[src/common/imsn_defs.svh]
`ifndef IMSN_DEFS_SVH
`define IMSN_DEFS_SVH

// ****************************************
// i/o port addresses
// ****************************************
`define IMSN_ADDR_MCTL_CMD 16'h0020
`define IMSN_ADDR_MCTL_MASK 16'h0021
`define IMSN_ADDR_SCTL_CMD 16'h00A0
`define IMSN_ADDR_SCTL_MASK 16'h00A1
`define IMSN_ADDR_NMI_STATUS 16'h0061
`define IMSN_ADDR_NMI_ENABLE 16'h0070
`define IMSN_ADDR_NMI_EXT 16'h0461
`define IMSN_ADDR_NMI_SWTRIG 16'h0462

// ****************************************
// operation word three fields
// ****************************************
`define IMSN_OW3_SEL_BIT 3
`define IMSN_OW3_SEL_VAL 2'h1
`define IMSN_OW3_SPECIAL_MASK_SET_ENABLE 6
`define IMSN_OW3_SMM 5
`define IMSN_OW3_POLL 2
`define IMSN_OW3_RR 1
`define IMSN_OW3_RIS 0
// operation word two: end of interrupt and specific level
`define IMSN_OW2_EOI 5
`define IMSN_OW2_SL 6

// ****************************************
// nmi port bit positions
// ****************************************
`define IMSN_ST_PERR 7
`define IMSN_ST_IOCHK 6
`define IMSN_EN_PERR 2
`define IMSN_EN_IOCHK 3
`define IMSN_EX_FSAFE 7
`define IMSN_EX_BTO 6
`define IMSN_EX_SWNMI 5
`define IMSN_EN_FSAFE 2
`define IMSN_EN_BTO 3
`define IMSN_EN_SWNMI 1
`define IMSN_GLOBAL_DIS 7

// ****************************************
// reset values and timeouts
// ****************************************
`define IMSN_MASK_RESET 8'hFF
`define IMSN_PREEMPT_LIMIT 64
`define IMSN_CMD_LIMIT 256

`endif

[src/common/imsn_pkg.sv]
package imsn_pkg;
    typedef logic [7:0] imsn_byte_t;
    typedef enum logic {IMSN_SEL_PENDING, IMSN_SEL_SERVICE} imsn_sel_e;
endpackage

[src/common/imsn_ctl_if.sv]
`timescale 1ns/100ps
// ****************************************
// host access to one 8-level controller
// ****************************************
interface imsn_ctl_if;
    logic cmd_wr;
    logic mask_wr;
    logic cmd_rd;
    logic [7:0] wdata;
    logic inta;
    logic [7:0] req;
    logic [7:0] mask;
    logic [7:0] status;
    logic int_req;
    logic [2:0] vec_level;
    modport ctl(input cmd_wr, mask_wr, cmd_rd, wdata, inta, req, output mask, status, int_req, vec_level);
    modport top(output cmd_wr, mask_wr, cmd_rd, wdata, inta, req, input mask, status, int_req, vec_level);
endinterface

[src/verilog/imsn_ctl.sv]
`timescale 1ns/100ps
`include "imsn_defs.svh"
module imsn_ctl (
    // clock and reset
    input wire logic sys_clk_in,
    input wire logic srst_in,
    // host side
    imsn_ctl_if.ctl bus
);
    imsn_pkg::imsn_byte_t pending;
    imsn_pkg::imsn_byte_t in_service;
    imsn_pkg::imsn_byte_t mask;
    imsn_pkg::imsn_byte_t req_q;
    imsn_pkg::imsn_sel_e rd_sel;
    logic special_mask;
    logic poll_armed;

    // lowest set bit wins: level 0 is highest priority
    function automatic logic [7:0] imsn_lowest(input logic [7:0] v);
        return v & (~v + 8'h01);
    endfunction

    function automatic logic [2:0] imsn_enc(input logic [7:0] onehot);
        logic [2:0] r;
        r = 3'h0;
        for (int i = 0; i < 8; i++) begin
            if (onehot[i]) begin
                r = 3'(i);
            end
        end
        return r;
    endfunction

    logic [7:0] eligible;
    logic [7:0] top_req;
    logic [7:0] top_isr;
    logic [7:0] blocked;
    logic ack_evt;

    always_comb begin
        top_isr = imsn_lowest(in_service);
        blocked = 8'h00;
        // lower priority levels are held off behind the active one
        for (int i = 0; i < 8; i++) begin
            if (top_isr[i]) begin
                blocked = ~(top_isr - 8'h01); // [RL5]
            end
        end
        if (special_mask) begin
            blocked = in_service & mask; // [RL3]
        end
        eligible = pending & ~mask & ~blocked; // [RL1]
        top_req = imsn_lowest(eligible);
    end

    assign ack_evt = bus.inta | (bus.cmd_rd & poll_armed);

    always_ff @(posedge sys_clk_in) begin
        if (srst_in) begin
            mask <= `IMSN_MASK_RESET;
        end else if (bus.mask_wr) begin
            mask <= bus.wdata;
        end
    end

    always_ff @(posedge sys_clk_in) begin
        if (srst_in) begin
            req_q <= 8'h00;
            pending <= 8'h00;
        end else begin
            req_q <= bus.req;
            // edge latch independent of mask; set wins over ack clear
            pending <= (pending & ~(ack_evt ? top_req : 8'h00)) | (bus.req & ~req_q); // [RL6]
        end
    end

    always_ff @(posedge sys_clk_in) begin
        if (srst_in) begin
            in_service <= 8'h00;
        end else if (ack_evt) begin
            in_service <= in_service | top_req;
        end else if (bus.cmd_wr && bus.wdata[4:3] == 2'h0 && bus.wdata[`IMSN_OW2_EOI]) begin
            if (bus.wdata[`IMSN_OW2_SL]) begin
                in_service <= in_service & ~(8'h01 << bus.wdata[2:0]); // [RL7]
            end else begin
                in_service <= in_service & ~top_isr; // [RL7]
            end
        end
    end

    always_ff @(posedge sys_clk_in) begin
        if (srst_in) begin
            rd_sel <= imsn_pkg::IMSN_SEL_PENDING; // [RL11]
            special_mask <= 1'b0;
            poll_armed <= 1'b0;
        end else if (bus.cmd_wr && bus.wdata[4:3] == `IMSN_OW3_SEL_VAL) begin
            if (bus.wdata[`IMSN_OW3_SPECIAL_MASK_SET_ENABLE]) begin
                special_mask <= bus.wdata[`IMSN_OW3_SMM]; // [RL4]
            end
            if (bus.wdata[`IMSN_OW3_RR]) begin
                rd_sel <= bus.wdata[`IMSN_OW3_RIS] ? imsn_pkg::IMSN_SEL_SERVICE : imsn_pkg::IMSN_SEL_PENDING; // [RL8]
            end
            poll_armed <= bus.wdata[`IMSN_OW3_POLL];
        end else if (bus.cmd_rd) begin
            poll_armed <= 1'b0; // selection itself persists [RL9]
        end
    end

    always_comb begin
        if (poll_armed) begin
            bus.status = {|eligible, 4'h0, imsn_enc(top_req)}; // [RL10]
        end else if (rd_sel == imsn_pkg::IMSN_SEL_SERVICE) begin
            bus.status = in_service;
        end else begin
            bus.status = pending;
        end
    end

    assign bus.mask = mask;
    assign bus.int_req = |eligible;
    assign bus.vec_level = imsn_enc(top_req);
endmodule // imsn_ctl

[src/verilog/imsn_top.sv]
`timescale 1ns/100ps
`include "imsn_defs.svh"
// Functional notes
// RL1: set mask bit blocks its own channel
// RL2: master level 2 mask blocks whole slave
// RL3: special mask: only masked levels inhibited
// RL4: special_mask_set_enable=1 smm selects special mask mode
// RL5: in-service level blocks lower priorities normally
// RL6: pending register, top bit cleared on acknowledge
// RL7: in-service register updated by end-of-interrupt
// RL8: rr/ris choose pending or in-service read
// RL9: read selection persists across status reads
// RL10: poll response overrides status read
// RL11: selection defaults to pending after init
// RL12: mask address read returns mask
// RL13: nmi latches parity, serr, iochk, failsafe, timeout
// RL14: preempted master over 64 bclk times out; the code times out at the 64th bclk rise, not after it
// RL15: cmd over 256 bclk times out, not dma
// RL16: bus timeout drives expansion reset
// RL17: any write to trigger port raises nmi
// RL18: status port bits 7,6; enables 2,3
// RL19: extended port bits 7,6,5; enables 2,3,1
// RL20: clearing enable clears detect flip-flop
// RL21: global disable gates without clearing detects
// RL22: host toggles global disable to re-edge nmi
// RL23: nmi is or of enabled detects, gated
module imsn_top #(
    parameter int PREEMPT_LIMIT = `IMSN_PREEMPT_LIMIT,
    parameter int CMD_LIMIT = `IMSN_CMD_LIMIT
) (
    // clock and reset
    input wire logic sys_clk_in,
    input wire logic srst_in,
    // i/o port access
    input wire logic [15:0] io_addr_in,
    input wire logic io_wr_in,
    input wire logic io_rd_in,
    input wire logic [7:0] io_wdata_in,
    output logic [7:0] io_rdata_out,
    input wire logic inta_in,
    // interrupt requests, 15:8 on the slave controller
    input wire logic [15:0] irq_in,
    output logic intr_out,
    output logic [3:0] intr_level_out,
    // error sources, active low pins except failsafe_in, which is active high
    input wire logic perr_n_in,
    input wire logic serr_n_in,
    input wire logic iochk_n_in,
    input wire logic failsafe_in,
    // expansion bus monitors, sampled each sys_clk_in cycle
    input wire logic bclk_in,
    input wire logic mreq_n_in,
    input wire logic mack_n_in,
    input wire logic cmd_n_in,
    input wire logic chrdy_in,
    input wire logic dma_cycle_in,
    // nmi and reset drive
    output logic nmi_out,
    output logic expansion_reset_drive_out
);
    // ****************************************
    // pin synchronisers
    // ****************************************
    localparam int NSYNC = 10;
    logic [NSYNC-1:0] pins_raw;
    logic [NSYNC-1:0] s1;
    logic [NSYNC-1:0] s2;
    logic [NSYNC-1:0] s3;
    logic [NSYNC-1:0] pins;
    assign pins_raw = {~perr_n_in, ~serr_n_in, ~iochk_n_in, failsafe_in, bclk_in,
                       ~mreq_n_in, ~mack_n_in, ~cmd_n_in, chrdy_in, dma_cycle_in};

    always_ff @(posedge sys_clk_in) begin
        if (srst_in) begin
            s1 <= '0;
            s2 <= '0;
            s3 <= '0;
            pins <= '0;
        end else begin
            s1 <= pins_raw;
            s2 <= s1;
            s3 <= s2;
            // change accepted once stages two and three agree
            for (int i = 0; i < NSYNC; i++) begin
                if (s2[i] == s3[i]) begin
                    pins[i] <= s3[i];
                end
            end
        end
    end

    logic perr_a, serr_a, iochk_a, fsafe_a, bclk_s, mreq_a, mack_a, cmd_a, chrdy_s, dma_s;
    assign {perr_a, serr_a, iochk_a, fsafe_a, bclk_s, mreq_a, mack_a, cmd_a, chrdy_s, dma_s} = pins;

    // ****************************************
    // cascaded interrupt controllers
    // ****************************************
    imsn_ctl_if m_if();
    imsn_ctl_if s_if();
    logic slave_sel;

    assign m_if.cmd_wr = io_wr_in && io_addr_in == `IMSN_ADDR_MCTL_CMD;
    assign m_if.mask_wr = io_wr_in && io_addr_in == `IMSN_ADDR_MCTL_MASK;
    assign m_if.cmd_rd = io_rd_in && io_addr_in == `IMSN_ADDR_MCTL_CMD;
    assign m_if.wdata = io_wdata_in;
    assign m_if.inta = inta_in;
    // slave output feeds master level 2; its mask bit hides the slave [RL2]
    assign m_if.req = {irq_in[7:3], s_if.int_req, irq_in[1:0]};

    assign s_if.cmd_wr = io_wr_in && io_addr_in == `IMSN_ADDR_SCTL_CMD;
    assign s_if.mask_wr = io_wr_in && io_addr_in == `IMSN_ADDR_SCTL_MASK;
    assign s_if.cmd_rd = io_rd_in && io_addr_in == `IMSN_ADDR_SCTL_CMD;
    assign s_if.wdata = io_wdata_in;
    assign slave_sel = m_if.vec_level == 3'h2;
    assign s_if.inta = inta_in && slave_sel;
    assign s_if.req = irq_in[15:8];

    imsn_ctl u_master (
        .sys_clk_in(sys_clk_in),
        .srst_in(srst_in),
        .bus(m_if)
    );
    imsn_ctl u_slave (
        .sys_clk_in(sys_clk_in),
        .srst_in(srst_in),
        .bus(s_if)
    );

    assign intr_out = m_if.int_req;
    assign intr_level_out = slave_sel ? {1'b1, s_if.vec_level} : {1'b0, m_if.vec_level};

    // ****************************************
    // expansion bus timeout monitors
    // ****************************************
    logic bclk_d;
    logic bclk_rise;
    logic [8:0] preempt_cnt;
    logic [8:0] cmd_cnt;
    logic bus_timeout_evt;

    assign bclk_rise = bclk_s & ~bclk_d;

    always_ff @(posedge sys_clk_in) begin
        if (srst_in) begin
            bclk_d <= 1'b0;
            preempt_cnt <= 9'h000;
            cmd_cnt <= 9'h000;
        end else begin
            bclk_d <= bclk_s;
            if (!(mreq_a && !mack_a)) begin
                preempt_cnt <= 9'h000;
            end else if (bclk_rise && preempt_cnt < 9'(PREEMPT_LIMIT)) begin
                preempt_cnt <= preempt_cnt + 9'h001; // [RL14]
            end
            if (!cmd_a || dma_s) begin
                cmd_cnt <= 9'h000; // [RL15]
            end else if (bclk_rise && !chrdy_s && cmd_cnt <= 9'(CMD_LIMIT)) begin
                cmd_cnt <= cmd_cnt + 9'h001; // [RL15]
            end
        end
    end

    assign bus_timeout_evt = preempt_cnt == 9'(PREEMPT_LIMIT) || cmd_cnt > 9'(CMD_LIMIT);

    always_ff @(posedge sys_clk_in) begin
        if (srst_in) begin
            expansion_reset_drive_out <= 1'b0;
        end else begin
            expansion_reset_drive_out <= bus_timeout_evt; // [RL16]
        end
    end

    // ****************************************
    // nmi enables and detect flip-flops
    // ****************************************
    logic wr_status, wr_enable, wr_ext, wr_sw;
    logic en_perr, en_iochk, en_fsafe, en_bto, en_sw, glb_dis;
    logic det_perr, det_iochk, det_fsafe, det_bto, det_sw;
    logic [3:0] st_low;
    logic [1:0] ext_low;

    assign wr_status = io_wr_in && io_addr_in == `IMSN_ADDR_NMI_STATUS;
    assign wr_enable = io_wr_in && io_addr_in == `IMSN_ADDR_NMI_ENABLE;
    assign wr_ext = io_wr_in && io_addr_in == `IMSN_ADDR_NMI_EXT;
    assign wr_sw = io_wr_in && io_addr_in == `IMSN_ADDR_NMI_SWTRIG; // [RL17]

    always_ff @(posedge sys_clk_in) begin
        if (srst_in) begin
            en_perr <= 1'b0;
            en_iochk <= 1'b0;
            st_low <= 4'h0;
        end else if (wr_status) begin
            en_perr <= io_wdata_in[`IMSN_EN_PERR]; // [RL18]
            en_iochk <= io_wdata_in[`IMSN_EN_IOCHK]; // [RL18]
            st_low <= {io_wdata_in[5:4], io_wdata_in[1:0]};
        end
    end

    always_ff @(posedge sys_clk_in) begin
        if (srst_in) begin
            en_fsafe <= 1'b0;
            en_bto <= 1'b0;
            en_sw <= 1'b0;
            ext_low <= 2'h0;
        end else if (wr_ext) begin
            en_fsafe <= io_wdata_in[`IMSN_EN_FSAFE]; // [RL19]
            en_bto <= io_wdata_in[`IMSN_EN_BTO]; // [RL19]
            en_sw <= io_wdata_in[`IMSN_EN_SWNMI]; // [RL19]
            ext_low <= {io_wdata_in[4], io_wdata_in[0]};
        end
    end

    always_ff @(posedge sys_clk_in) begin
        if (srst_in) begin
            glb_dis <= 1'b1;
        end else if (wr_enable) begin
            glb_dis <= io_wdata_in[`IMSN_GLOBAL_DIS]; // [RL21]
        end
    end

    // detects follow the enable as it stands; a disabled enable holds the flop clear
    always_ff @(posedge sys_clk_in) begin
        if (srst_in) begin
            det_perr <= 1'b0;
            det_iochk <= 1'b0;
            det_fsafe <= 1'b0;
            det_bto <= 1'b0;
            det_sw <= 1'b0;
        end else begin
            det_perr <= en_perr & (det_perr | perr_a | serr_a); // [RL13] [RL20]
            det_iochk <= en_iochk & (det_iochk | iochk_a); // [RL13] [RL20]
            det_fsafe <= en_fsafe & (det_fsafe | fsafe_a); // [RL13] [RL20]
            det_bto <= en_bto & (det_bto | bus_timeout_evt); // [RL13] [RL20]
            det_sw <= en_sw & (det_sw | wr_sw); // [RL20]
        end
    end

    // global disable gates only the output, detects survive [RL21]
    always_ff @(posedge sys_clk_in) begin
        if (srst_in) begin
            nmi_out <= 1'b0;
        end else begin
            nmi_out <= ~glb_dis & (det_perr | det_iochk | det_fsafe | det_bto | det_sw); // [RL23]
        end
    end

    // ****************************************
    // read data
    // ****************************************
    always_ff @(posedge sys_clk_in) begin
        if (srst_in) begin
            io_rdata_out <= 8'h00;
        end else begin
            unique case (io_addr_in)
                `IMSN_ADDR_MCTL_MASK: io_rdata_out <= m_if.mask; // [RL12]
                `IMSN_ADDR_SCTL_MASK: io_rdata_out <= s_if.mask;
                `IMSN_ADDR_MCTL_CMD: io_rdata_out <= m_if.status;
                `IMSN_ADDR_SCTL_CMD: io_rdata_out <= s_if.status;
                `IMSN_ADDR_NMI_STATUS: io_rdata_out <= {det_perr, det_iochk, st_low[3:2], en_iochk, en_perr,
                                                         st_low[1:0]}; // [RL18]
                `IMSN_ADDR_NMI_EXT: io_rdata_out <= {det_fsafe, det_bto, det_sw, ext_low[1], en_bto, en_fsafe,
                                                      en_sw, ext_low[0]}; // [RL19]
                `IMSN_ADDR_NMI_ENABLE: io_rdata_out <= {glb_dis, 7'h00};
                default: io_rdata_out <= 8'h00;
            endcase
        end
    end
endmodule // imsn_top
[config.mk]
export PLATFORM = sky130hd
export DESIGN_NAME = imsn_top
export DESIGN_NICKNAME = d
export VERILOG_FILES = /design/src/common/imsn_pkg.sv /design/src/common/imsn_ctl_if.sv /design/src/verilog/imsn_ctl.sv /design/src/verilog/imsn_top.sv
export VERILOG_INCLUDE_DIRS = /design/src /design/src/common
export SDC_FILE = /design/constraint.sdc
export NUM_CORES = 1
export LEC_CHECK = 0
export BUFFER_PORTS_ARGS = -buffer_cell sky130_fd_sc_hd__buf_2
export CORE_MARGIN = 4
export CORE_UTILIZATION = 45
export CTS_CLUSTER_SIZE = 8
export DETAILED_ROUTE_END_ITERATION = 10
export GPL_ROUTABILITY_DRIVEN = 0
export PLACE_DENSITY_LB_ADDON = 0.1
export SYNTH_ARGS = -nofsm -noshare
export SYNTH_HDL_FRONTEND = slang
export SYNTH_SLANG_ARGS = --single-unit
[constraint.sdc]
create_clock -name sys_clk_in -period 2.5 [get_ports sys_clk_in]
set_clock_uncertainty 0.2 [all_clocks]
set_input_delay 0.25 -clock sys_clk_in [delete_from_list [all_inputs] [get_ports sys_clk_in]]
set_output_delay 0.25 -clock sys_clk_in [all_outputs]
set_load 0.03 [all_outputs]
Word level (Yosys, flattened, before mapping)

Index checks and enable logic that the tools add are counted.

Shifts and indexed selects: 1
Mux-type cells: 51
Bitwise gates (word level): 69
Reductions and logical operators: 39
Equal/unequal tests: 21
Add/sub/neg operators: 8
Order comparisons: 3

Operators by type and width:

| operator               | count |
|---|---|
| $mux W8                | 30 |
| $and A8 B8 Y8          | 18 |
| $not A8 Y8             | 17 |
| $pmux W8 S7            | 1 |
| $add A8 B1 Y8 const B  | 4 |
| $eq A16 B11 Y1 const B | 2 |
| $eq A16 B6 Y1 const B  | 2 |
| $eq A16 B7 Y1 const B  | 2 |
| $eq A16 B8 Y1 const B  | 2 |
| $or A8 B8 Y8           | 4 |
| $mux W3                | 8 |
| $logic_and A1 B1 Y1    | 21 |
| $add A9 B1 Y9 const B  | 2 |
| $reduce_or A8 Y1       | 2 |
| $sub A8 B1 Y8 const B  | 2 |
| $or A1 B1 Y1           | 12 |
| $eq A1 B1 Y1           | 10 |
| $and A1 B1 Y1          | 9 |
| $eq A9 B7 Y1 const B   | 1 |
| $gt A9 B9 Y1 const B   | 1 |
| $le A9 B9 Y1 const B   | 1 |
| $lt A9 B7 Y1 const B   | 1 |
| $not A1 Y1             | 9 |
| $mux W2                | 4 |
| other kinds (11)       | 27 |

Word-level logic and storage cells: 238
Input port bits: 55
Register bits: 156
Output and inout port bits: 15

Longest topological paths before layout

Gate-level depths: netlist of the first run.

Depth in word-level cells: 33
Gate-level depth with buffers: 8

By module

Synthesis of the first run repeated with hierarchy kept, for this count alone.

Cells, all modules: 836
Area, all modules: 7344.5 sq um

By module, submodules not included:

| module   | cells each | times used | area an instance (sq um) |
|---|---|---|---|
| imsn_ctl | 228        | 2          | 1895.6 |
| imsn_top | 380        | 1          | 3553.4 |

Least setup slack after synthesis of the first run

Ideal clock, no wire load.

Kind: reg2out
Start: reg u_slave.in_service[3]
End: out intr_level_out[2]
Path slack: -0.004 ns
Data required time: 2.050 ns
Buffers on the path: 0
Stages on the path, launching flop included: 7
Arrival: 2.054 ns
Cell sequence: dfxtp_1 nor4_2 a21o_1 a21bo_2 inv_1 o21ai_0 o21ai_0

Cells in the longest elaborated chain, start to end: 24
Elaborated cells on any way between the ends: 25
Classes of those cells: add/sub (3); mux (14); bitwise (8)

RTL lines:

| element                  | RTL line        | text |
|---|---|---|
| start: declaration       | imsn_ctl.sv:11  | `imsn_pkg::imsn_byte_t in_service;` |
| start signal: assignment | imsn_ctl.sv:81  | `in_service <= in_service \| top_req;` |
| start signal: assignment | imsn_ctl.sv:84  | `in_service <= in_service & ~(8'h01 << bus.wdata[2:0]);` |
| start signal: assignment | imsn_ctl.sv:86  | `in_service <= in_service & ~top_isr;` |
| $not A8 Y8               | imsn_ctl.sv:20  | `return v & (~v + 8'h01);` |
| $add A8 B1 Y8            | imsn_ctl.sv:20  |  |
| $and A8 B8 Y8            | imsn_ctl.sv:20  |  |
| $sub A8 B1 Y8            | imsn_ctl.sv:46  | `blocked = ~(top_isr - 8'h01);` |
| $not A8 Y8               | imsn_ctl.sv:46  |  |
| $mux W8 (8 in series)    | imsn_ctl.sv:45  | `if (top_isr[i]) begin` |
| $mux W8 *                | imsn_ctl.sv:49  | `if (special_mask) begin` |
| $not A8 Y8 *             | imsn_ctl.sv:52  | `eligible = pending & ~mask & ~blocked;` |
| $and A8 B8 Y8 *          | imsn_ctl.sv:52  |  |
| $not A8 Y8               | imsn_ctl.sv:20  |  |
| $add A8 B1 Y8            | imsn_ctl.sv:20  |  |
| $and A8 B8 Y8 *          | imsn_ctl.sv:20  |  |
| $mux W3 (3 in series)    | imsn_ctl.sv:27  | `if (onehot[i]) begin` |
| $mux W3 *                | imsn_ctl.sv:27  |  |
| $mux W4 *                | imsn_top.sv:130 | `assign intr_level_out = slave_sel ? {1'b1, s_if.vec_level} : {1'b0, m_if.vec_level};` |
| end: declaration         | imsn_top.sv:44  | `output logic [3:0] intr_level_out,` |

Every way passes the cells marked *; elsewhere a longest branch is shown, timed or not.

Final worst setup path of the first run

Start: reg u_master.in_service[0]
End: out intr_level_out[2]

Cells in the longest elaborated chain, start to end: 28
Elaborated cells on any way between the ends: 29
Classes of those cells: add/sub (3); eq/ne (1); mux (17); bitwise (8)

RTL lines:

| element                  | RTL line        | text |
|---|---|---|
| start: declaration       | imsn_ctl.sv:11  |  |
| start signal: assignment | imsn_ctl.sv:81  |  |
| start signal: assignment | imsn_ctl.sv:84  |  |
| start signal: assignment | imsn_ctl.sv:86  |  |
| $not A8 Y8               | imsn_ctl.sv:20  |  |
| $add A8 B1 Y8            | imsn_ctl.sv:20  |  |
| $and A8 B8 Y8            | imsn_ctl.sv:20  |  |
| $sub A8 B1 Y8            | imsn_ctl.sv:46  |  |
| $not A8 Y8               | imsn_ctl.sv:46  |  |
| $mux W8 (8 in series)    | imsn_ctl.sv:45  |  |
| $mux W8 *                | imsn_ctl.sv:49  |  |
| $not A8 Y8 *             | imsn_ctl.sv:52  |  |
| [... 2 more ...]         | n/a             |  |
| $add A8 B1 Y8            | imsn_ctl.sv:20  |  |
| $and A8 B8 Y8 *          | imsn_ctl.sv:20  |  |
| $mux W1                  | imsn_ctl.sv:27  |  |
| $mux W2 (2 in series)    | imsn_ctl.sv:27  |  |
| $mux W3 (3 in series)    | imsn_ctl.sv:27  |  |
| $mux W3 *                | imsn_ctl.sv:27  |  |
| $eq A3 B2 Y1             | imsn_top.sv:114 | `assign slave_sel = m_if.vec_level == 3'h2;` |
| $mux W4 *                | imsn_top.sv:130 |  |

Marked as above.

==> flow_summary.ini, run 1 <==
[setup_path]
end_kind = output pin
r2r_slack_ps = 50
path_max_fanout = 5
critPathArrivalTime_ps = 2200
required_ps = 2050
cpPeakStageDelay_ps = 580
reg2regPathDepth = 10
crit_chain = or4_4, nor4_4, nor2_2, a21oi_2, o21ai_2, o21ai_2, buf_6
crit_path_start_kind = register
cpMostUsedCell = o21ai_2
slowest_stage = or4_4
crit_type = register to output pin

[power_and_ir_drop]
power_density_mw_per_mm2 = 618
vdd_drop_max_mv = 0.491
p_leak_nw = 3.40
totalPowerFinal_w = 0.00541

[sta]
setup_viol = 4
timing.final.crit_period_ps = 2650
rsz0062_at_grt = true
max_freq_mhz = 377
slew_violations = 0
setup_ws_ps = -155
max_slew_margin_pct = 51.8
period_share_pct = 106
hold_viol = 0
tightest_slew_ps = 716

[die]
initial_core_util_pct = 45.7
dieArea_mm2 = 0.0174
die-width_um = 132
coreArea_mm2 = 0.0151
die_y_um = 132
io-pin-count = 70
rows = 45

[yosys]
synth_seq_area_share_pct = 45.3
synth.cell_area_mm2 = 0.00690
synth_async_sr_flop_share_pct = 0
synth_edf_count = 0
synthCells = 806
synthDistinctLibCells = 77
synth_flop_cell = dfxtp_1
ys_ff_latch = 156
syn_nets = 865
ys_warn_count = 0
synth_area_per_cell_um2 = 8.56

[clocking]
cts.path.max_buffers = 2
clk_latency_ps = 420
cts-htree-levels = 4
root_buffer = clkbuf_16
path_clk_slew_ps = 70
cts_made_buffers = 17
cts_tree = built
clock_sinks = 156

[route]
routed_via_density = 5.67
wl_per_cell_um = 17.4
dr.pass1.iters = 5
antenna_left = 0
drc = 0
dr.first_iter.drc_count = 680
routed_wl_um = 19900
vias = 6460

[global_route]
grt_usage_pct = 23.0
grt_max_degree = 45
grt_pass1_wl_um = 32300
antenna_found_initial = 0
grt_pass1_vias = 6341
grt.overflow.total = 0

[hold_path]
holdCritPathClass = primary input to register
min_path_cells = 3

[run]
maxCapViolCount = 0

[run_status]
violations = negative setup slack
status = finished, violations left

[finish]
drive_above_1_share_pct = 20.6
fin_area_mm2 = 0.00876
finalNetCount = 997
antennaDiodeCount = 0
area_growth_pct = 26.9

[placement]
portBuffers = 68
place_area_mm2 = 0.00765
place_hpwl_um = 14100
-- routing by layer --
layer	vias to the layer above	GRT usage, %	share of wire [%]
met5	-	0	0
met4	0	8.93	3.4
met3	58	6.41	6.6
met2	243	35.8	45
met1	3056	30.5	45
li1	3103	-	-
-- cells in the mapped netlist, drive strengths merged, types with 7 or more instances --
master	instances	area share, %
a211oi	11	1.2
a21oi	52	3.8
a221oi	7	1.1
a22oi	11	1.2
buf	11	0.74
clkbuf	21	1.2
dfxtp	156	45
inv	36	2.0
mux2i	24	3.5
nand2	100	5.4
nand2b	19	1.7
nand3	40	2.9
nor2	72	3.9
nor2b	56	5.1
nor3	20	1.6
nor4	7	0.91
o21ai	33	2.6
o22ai	7	0.63
-- worst max-delay path, delay by kind of cell (launching register included) --
family / cells / cell delay, ps
compound gates: 3 / 400
flops: 1 / 350
buf+inv: 1 / 160
simple gates: 3 / 880
-- path summary, 6_finish.rpt --
kind | from | to
min | io_wdata_in[0] | st_low[0]
min reg2reg | s1[4] | s2[4]
max | u_master.in_service[0] | intr_level_out[2]
max reg2reg | u_master.in_service[0] | u_slave.in_service[2]
-- placed cells by master, fill, tap and decap left out, types with 4 or more instances in the layout --
cell / count
buf_4: 50
nand2b_1: 19
dfxtp_2: 4
dlygate4sd3_1: 29
a21oi_2: 4
ha_1: 4
buf_2: 62
a221oi_1: 5
o21ai_0: 26
mux2i_1: 24
nand3_1: 38
a21oi_1: 48
nor2b_1: 56
o22ai_1: 7
nor2_1: 71
xnor2_1: 4
inv_6: 4
clkinv_4: 4
o21a_1: 5
or4_4: 4
nor3_1: 18
a32o_1: 6
xor2_1: 6
nor4b_1: 4
clkbuf_16: 17
nor3b_1: 4
a22oi_1: 11
inv_1: 35
dfxtp_1: 149
a211oi_1: 11
or3_1: 4
a21o_1: 4
o2bb2ai_1: 4
a31oi_1: 4
and3_1: 6
nand2_1: 98
nand4_1: 6
-- registers in the layout, summed over array words and instances (netlist names), 2 cells and up --
| name | cells |
|---|---|
| u_master.in_service | 8 |
| s1 | 10 |
| ext_low | 2 |
| cmd_cnt | 9 |
| s2 | 10 |
| u_master.bus.mask | 8 |
| u_slave.bus.mask | 8 |
| s3 | 10 |
| st_low | 4 |
| preempt_cnt | 9 |
| u_slave.pending | 8 |
| pins | 10 |
| u_master.pending | 8 |
| u_master.req_q | 8 |
| u_slave.req_q | 8 |
| io_rdata_out | 8 |
| u_slave.in_service | 8 |
-- power by group --
group	internal, W	switching, W	total [W]	leakage (nW)
sequential	0.00254	0.0000343	0.00257	1.28
combinational	0.000131	0.000158	0.000290	1.85
clock	0.00141	0.00114	0.00255	0.281
-- layout make-up --
cell class              instances  area (µm²)
multi-input cells             581        3630
clock buffers                  17         425
well taps                     188         235
clock inverters                15         159
fillers                      1345        6330
inverters                      37         139
repair buffers                145        1030
flip-flops and latches        156        3140
-- what timing repair did --
item                                    4_1_cts  5_1_grt
cloned                                        0        0
resized for setup                            33       15
endpoints found under the hold margin        53        0
hold buffers                                 29        0
pin swaps                                     8        7
buffers inserted                              6        4
endpoints found under the setup margin        5        7
-- metrics by stage --
| step | instances | setup TNS (ps) | setup slack, ps | hold slack (ps) | utilization [%] |
|---|---|---|---|---|---|
| after floorplan | 806 | 0 | 219 | 122 | - |
| after global placement | 1068 | 0 | 19.0 | 206 | 50.7 |
| after detailed placement | 1068 | -21.4 | -15.0 | 212 | 50.7 |
| after CTS | 1135 | -633 | -185 | 23.7 | 57.5 |
| after global routing | 1139 | -974 | -242 | 42.3 | 58.1 |
| final | 1139 | -539 | -155 | 51.2 | 58.1 |
-- cell families after synthesis --
logic type,synth area share [%]
XOR/XNOR,1.27
buffers and inverters,3.92
AND/OR/NAND/NOR,27.3
flip-flops,45.3
AO/OA/AOI/OAI,17.9
adder cells (fa/ha/maj),0.725
multiplexers,3.64
Note: power is estimated with default switching activity, not from simulation.
==> run 2, diff against run 1 <==
==> constraint.sdc (replaced) <==
create_clock -name sys_clk_in -period 2.3 [get_ports sys_clk_in]
set_clock_uncertainty 0.2 [all_clocks]
set_input_delay 0.23 -clock sys_clk_in [delete_from_list [all_inputs] [get_ports sys_clk_in]]
set_output_delay 0.23 -clock sys_clk_in [all_outputs]
set_load 0.005 [all_outputs]
==> run 2 against run 1 <==
Effect of this change:
- the flow still finishes with violations (negative setup slack)
- sequential power rose by 8.9%
- clock power rose by 7%
- final cell count rose by 4.0%
- largest power group unchanged
- highest routed layer unchanged
==> flow_summary.ini, run 2 (synthesized netlist as in run 1, its figures left out) <==
[finish]
finalNetCount = 1042
area_growth_pct = 33.6
fin_area_mm2 = 0.00922
layout_common_cells = dfxtp_1, nand2_1, buf_4, nor2_1, buf_2
layout_commonest_cell = dfxtp_1
drive_above_1_share_pct = 25.4
antennaDiodeCount = 0

[power_and_ir_drop]
vdd_drop_max_mv = 0.529
power_density_mw_per_mm2 = 636
p_leak_nw = 3.66

[route]
routed_via_density = 5.58
dr.first_iter.drc_count = 587
antenna_left = 0
wl_per_cell_um = 17.5
drc = 0
vias = 6604
dr.pass1.iters = 5
routed_wl_um = 20700

[die]
die-width_um = 132
initial_core_util_pct = 45.7
die_y_um = 132
io-pin-count = 70
coreArea_mm2 = 0.0151
dieArea_mm2 = 0.0174
rows = 45

[global_route]
grt_pass1_wl_um = 33300
antenna_found_initial = 0
grt_max_degree = 43
grt_pass1_vias = 6467
grt.overflow.total = 0
grt_usage_pct = 23.7

[clocking]
clk_latency_ps = 420
clock_sinks = 156
root_buffer = clkbuf_16
cts-htree-levels = 4
cts.path.max_buffers = 2
path_clk_slew_ps = 60
cts_tree = built
cts_made_buffers = 17

[sta]
rsz0062_at_grt = true
whs_ps = 38.6
setup_ws_ps = -396
timing.final.crit_period_ps = 2700
slew_violations = 0
period_share_pct = 117
max_freq_mhz = 371
setup_viol = 8
tightest_slew_ps = 583
hold_viol = 0
max_slew_margin_pct = 61.1

[hold_path]
holdCritPathClass = primary input to register
worstHoldStart = io_wdata_in[0]
min_path_cells = 3
hold_path_end = st_low[0]

[setup_path]
cpPeakStageDelay_ps = 580
critPathArrivalTime_ps = 2270
crit_type = register to output pin
r2r_slack_ps = -300
slowest_stage = or4_4
crit_buf_inv = 2
timing.rr.start = u_master.in_service[0]
r2r_end = u_master.pending[6]
path_delay_family = simple AND/OR/NAND/NOR gates
path_max_fanout = 4
required_ps = 1870
crit_chain = or4_4, buf_6, nor3_4, a21o_1, a41o_1, a31o_2, buf_2
crit_path_start_kind = register
end_kind = output pin
reg2regPathDepth = 12

[run_status]
violations = negative setup slack
status = finished, violations left

[run]
maxCapViolCount = 0

[placement]
place_area_mm2 = 0.00795
portBuffers = 68
place_hpwl_um = 14700
-- run 2: routing by layer --
layer	GRT usage (%)	part of all wire, %
met1	31.7	46
met2	37.5	45
met3	4.73	6.1
met4	9.63	3.1
met5	0	0
-- run 2: how the worst max path moves through the flow --
stage | startpoint | end | slack, ps | depth (start not counted)
finish | u_master.in_service[0] | intr_level_out[0] | -400 | 7
CTS | u_master.in_service[0] | intr_level_out[1] | -370 | 9
floorplan | u_master.in_service[0] | u_slave.pending[1] | 60 | 6
global placement | io_addr_in[3] | u_slave.in_service[3] | -150 | 9
detailed placement | io_addr_in[3] | u_slave.in_service[3] | -210 | 9
global route | u_master.in_service[0] | intr_level_out[1] | -490 | 8
-- run 2: layout make-up --
type	count	area, µm²
Clock buffer	21	460
Inverter	37	141
Clock inverter	11	113
Timing Repair Buffer	190	1400
Tap cell	188	235
Multi-Input combinational cell	581	3740
Fill cell	1291	5870
Sequential cell	156	3130
-- run 2: power breakdown --
part	total, W	internal [W]	switching, W
registers	0.00280	0.00276	0.0000350
logic	0.000346	0.000161	0.000185
clock network	0.00272	0.00156	0.00116
-- run 2: what timing repair did --
item                       4_1_cts  5_1_grt
buffers inserted                11       10
hold endpoints to repair        62        0
pin swaps                        6       15
hold buffers                    32        0
gates resized for setup         23       46
setup endpoints to repair       22       21
-- run 2: worst reg2reg max path, delay by kind of cell, from the launching register on --
| kind | cells | cell delay, ps |
|---|---|---|
| and+or+nand+nor | 5 | 1040 |
| buffers and inverters | 6 | 680 |
| DFF | 1 | 350 |
| AOI/OAI and AO/OA | 1 | 230 |
-- run 2: metrics by stage --
stage | instances | worst slack (ps) | TNS (ps) | util, % | total power, W
finish | 1184 | -396 | -2050 | 61.1 | 0.00586
global route | 1184 | -492 | -2990 | 61.1 | 0.00605
CTS | 1181 | -370 | -2110 | 59.8 | 0.00590
detailed placement | 1107 | -207 | -4520 | 52.7 | 0.00315
global placement | 1107 | -148 | -2640 | 52.7 | 0.00314
floorplan | 806 | 58.7 | 0 | - | 0.00299
==> run 3, diff against run 2 <==
--- a/config.mk
+++ b/config.mk
@@ -7,11 +7,13 @@
 export NUM_CORES = 1
 export LEC_CHECK = 0
 export BUFFER_PORTS_ARGS = -buffer_cell sky130_fd_sc_hd__buf_2
+export CORE_ASPECT_RATIO = 0.7
 export CORE_MARGIN = 4
 export CORE_UTILIZATION = 45
 export CTS_CLUSTER_SIZE = 8
 export DETAILED_ROUTE_END_ITERATION = 10
 export GPL_ROUTABILITY_DRIVEN = 0
+export GPL_TIMING_DRIVEN = 0
 export PLACE_DENSITY_LB_ADDON = 0.1
 export SYNTH_ARGS = -nofsm -noshare
 export SYNTH_HDL_FRONTEND = slang
==> run 3 against run 2 <==
Effect of this change:
- the run still ends with negative setup slack left
- combinational power about the same
- via count about the same
- flip-flop and latch count unchanged
- utilization shrank 1.9 points
- power increased by 1.2%
- register-to-register slack better by 140 ps
- non-clock buffer count shrank 44
- sequential share of layout area up 1.7 points
- largest cell class unchanged
==> flow_summary.ini, run 3 (synthesized netlist as in run 1, its figures left out) <==
[route]
vias = 6607
dr.first_iter.drc_count = 667
routed_wl_um = 22400
wl_per_cell_um = 19.5
drc = 0
dr.pass1.iters = 6
routed_via_density = 5.76
antenna_left = 0

[hold_path]
worstHoldStart = srst_in
holdCritPathClass = primary input to register

[die]
initial_core_util_pct = 46.4
die_y_um = 112
coreArea_mm2 = 0.0149
io-pin-count = 70
die-width_um = 156
dieArea_mm2 = 0.0174
rows = 37

[global_route]
grt_pass1_vias = 6139
antenna_found_initial = 0
grt.overflow.total = 0
grt_pass1_wl_um = 34200
grt_usage_pct = 25.3
grt_max_degree = 19

[setup_path]
critPathArrivalTime_ps = 2170
timing.rr.start = u_master.in_service[1]
crit_type = register to output pin
crit_path_start_kind = register
end_kind = output pin
path_max_fanout = 3
required_ps = 1870
crit_path_start = u_master.in_service[1]

[sta]
timing.final.crit_period_ps = 2600
period_share_pct = 113
setup_viol = 13
hold_viol = 0
rsz0062_at_grt = true
max_freq_mhz = 384
max_slew_margin_pct = 40.6
tightest_slew_ps = 891
slew_violations = 0
setup_ws_ps = -301

[power_and_ir_drop]
power_density_mw_per_mm2 = 674
p_leak_nw = 3.36
vdd_drop_max_mv = 0.535

[finish]
finish.utilization_pct = 59.2
fin_area_mm2 = 0.00880
finalNetCount = 998
layout_common_cells = dfxtp_1, nand2_1, buf_2, nor2_1, nor2b_1
layout_commonest_cell = dfxtp_1
area_growth_pct = 27.5
drive_above_1_share_pct = 20.0
fillers = 1308
antennaDiodeCount = 0
final_cells = 1147

[clocking]
path_clk_slew_ps = 70
cts_tree = built
cts.path.max_buffers = 2
clock_sinks = 156
cts_made_buffers = 17
root_buffer = clkbuf_16
cts-htree-levels = 4
clk_latency_ps = 430

[run_status]
status = finished, violations left
violations = negative setup slack

[placement]
dp_cells = 1068
portBuffers = 67
place_area_mm2 = 0.00748
place_hpwl_um = 16100

[run]
maxCapViolCount = 0
-- run 3: cell count changes in the layout (fill, tap and decap cells not counted), sizes merged --
cell,before,now
inv,38,43
buf,158,93
clkbuf,21,38
clkinvlp,3,1
bufinv,1,0
clkinv,6,8
-- run 3: cell type report --
type,count,area (µm²),area share [%]
multi-input cells,581,3760,42.8
flip-flops and latches,156,3140,35.7
repair buffers,114,781,8.87
clock buffers,17,425,4.83
well taps,195,244,2.77
clock inverters,15,175,1.99
inverters,37,139,1.58
plain buffers,32,135,1.54
-- run 3: per-stage QoR --
stage	hold WS (ps)	total power [W]	TNS [ps]	setup slack, ps
final	41.4	0.00593	-1880	-301
after global routing	84.1	0.00614	-3230	-392
after CTS	19.7	0.00596	-1620	-357
after floorplan	102	0.00299	0	58.7
after global placement	187	0.00314	-19650	-613
after detailed placement	189	0.00315	-21730	-661
-- run 3: what timing repair did --
action	CTS	global route
gates resized for setup	39	31
setup endpoints to repair	35	44
setup buffers	9	6
pin swaps	6	19
hold buffers	32	0
endpoints found under the hold margin	55	0
-- run 3: path summary, 6_finish.rpt --
| check | cells past startpoint | end | slack, ps |
|---|---|---|---|
| max | 7 | intr_level_out[2] | -300 |
| min | 3 | u_slave.pending[1] | 40 |
| max reg2reg | 8 | u_slave.pending[1] | -160 |
| min reg2reg | 1 | s2[9] | 240 |
-- run 3: routing by layer --
metal	share of wire, %	global-route usage [%]	routed length, µm
met4	2.1	6.94	461
met2	42	36.2	9500
met1	43	36.8	9650
met3	12	7.96	2750
met5	0	0	0
-- run 3: critical path, cell delays in order, from the launching register on --
cell	delay, ps
dfxtp_4	360
or4_4	560
nor4_4	200
nor2_2	70
a21oi_2	160
o21ai_1	130
o21ai_1	130
buf_2	140
-- run 3: report_power, final --
group          internal [W]  total [W]  switching [W]
combinational      0.000141   0.000345       0.000204
sequential          0.00276    0.00279      0.0000375
clock               0.00147    0.00279        0.00133
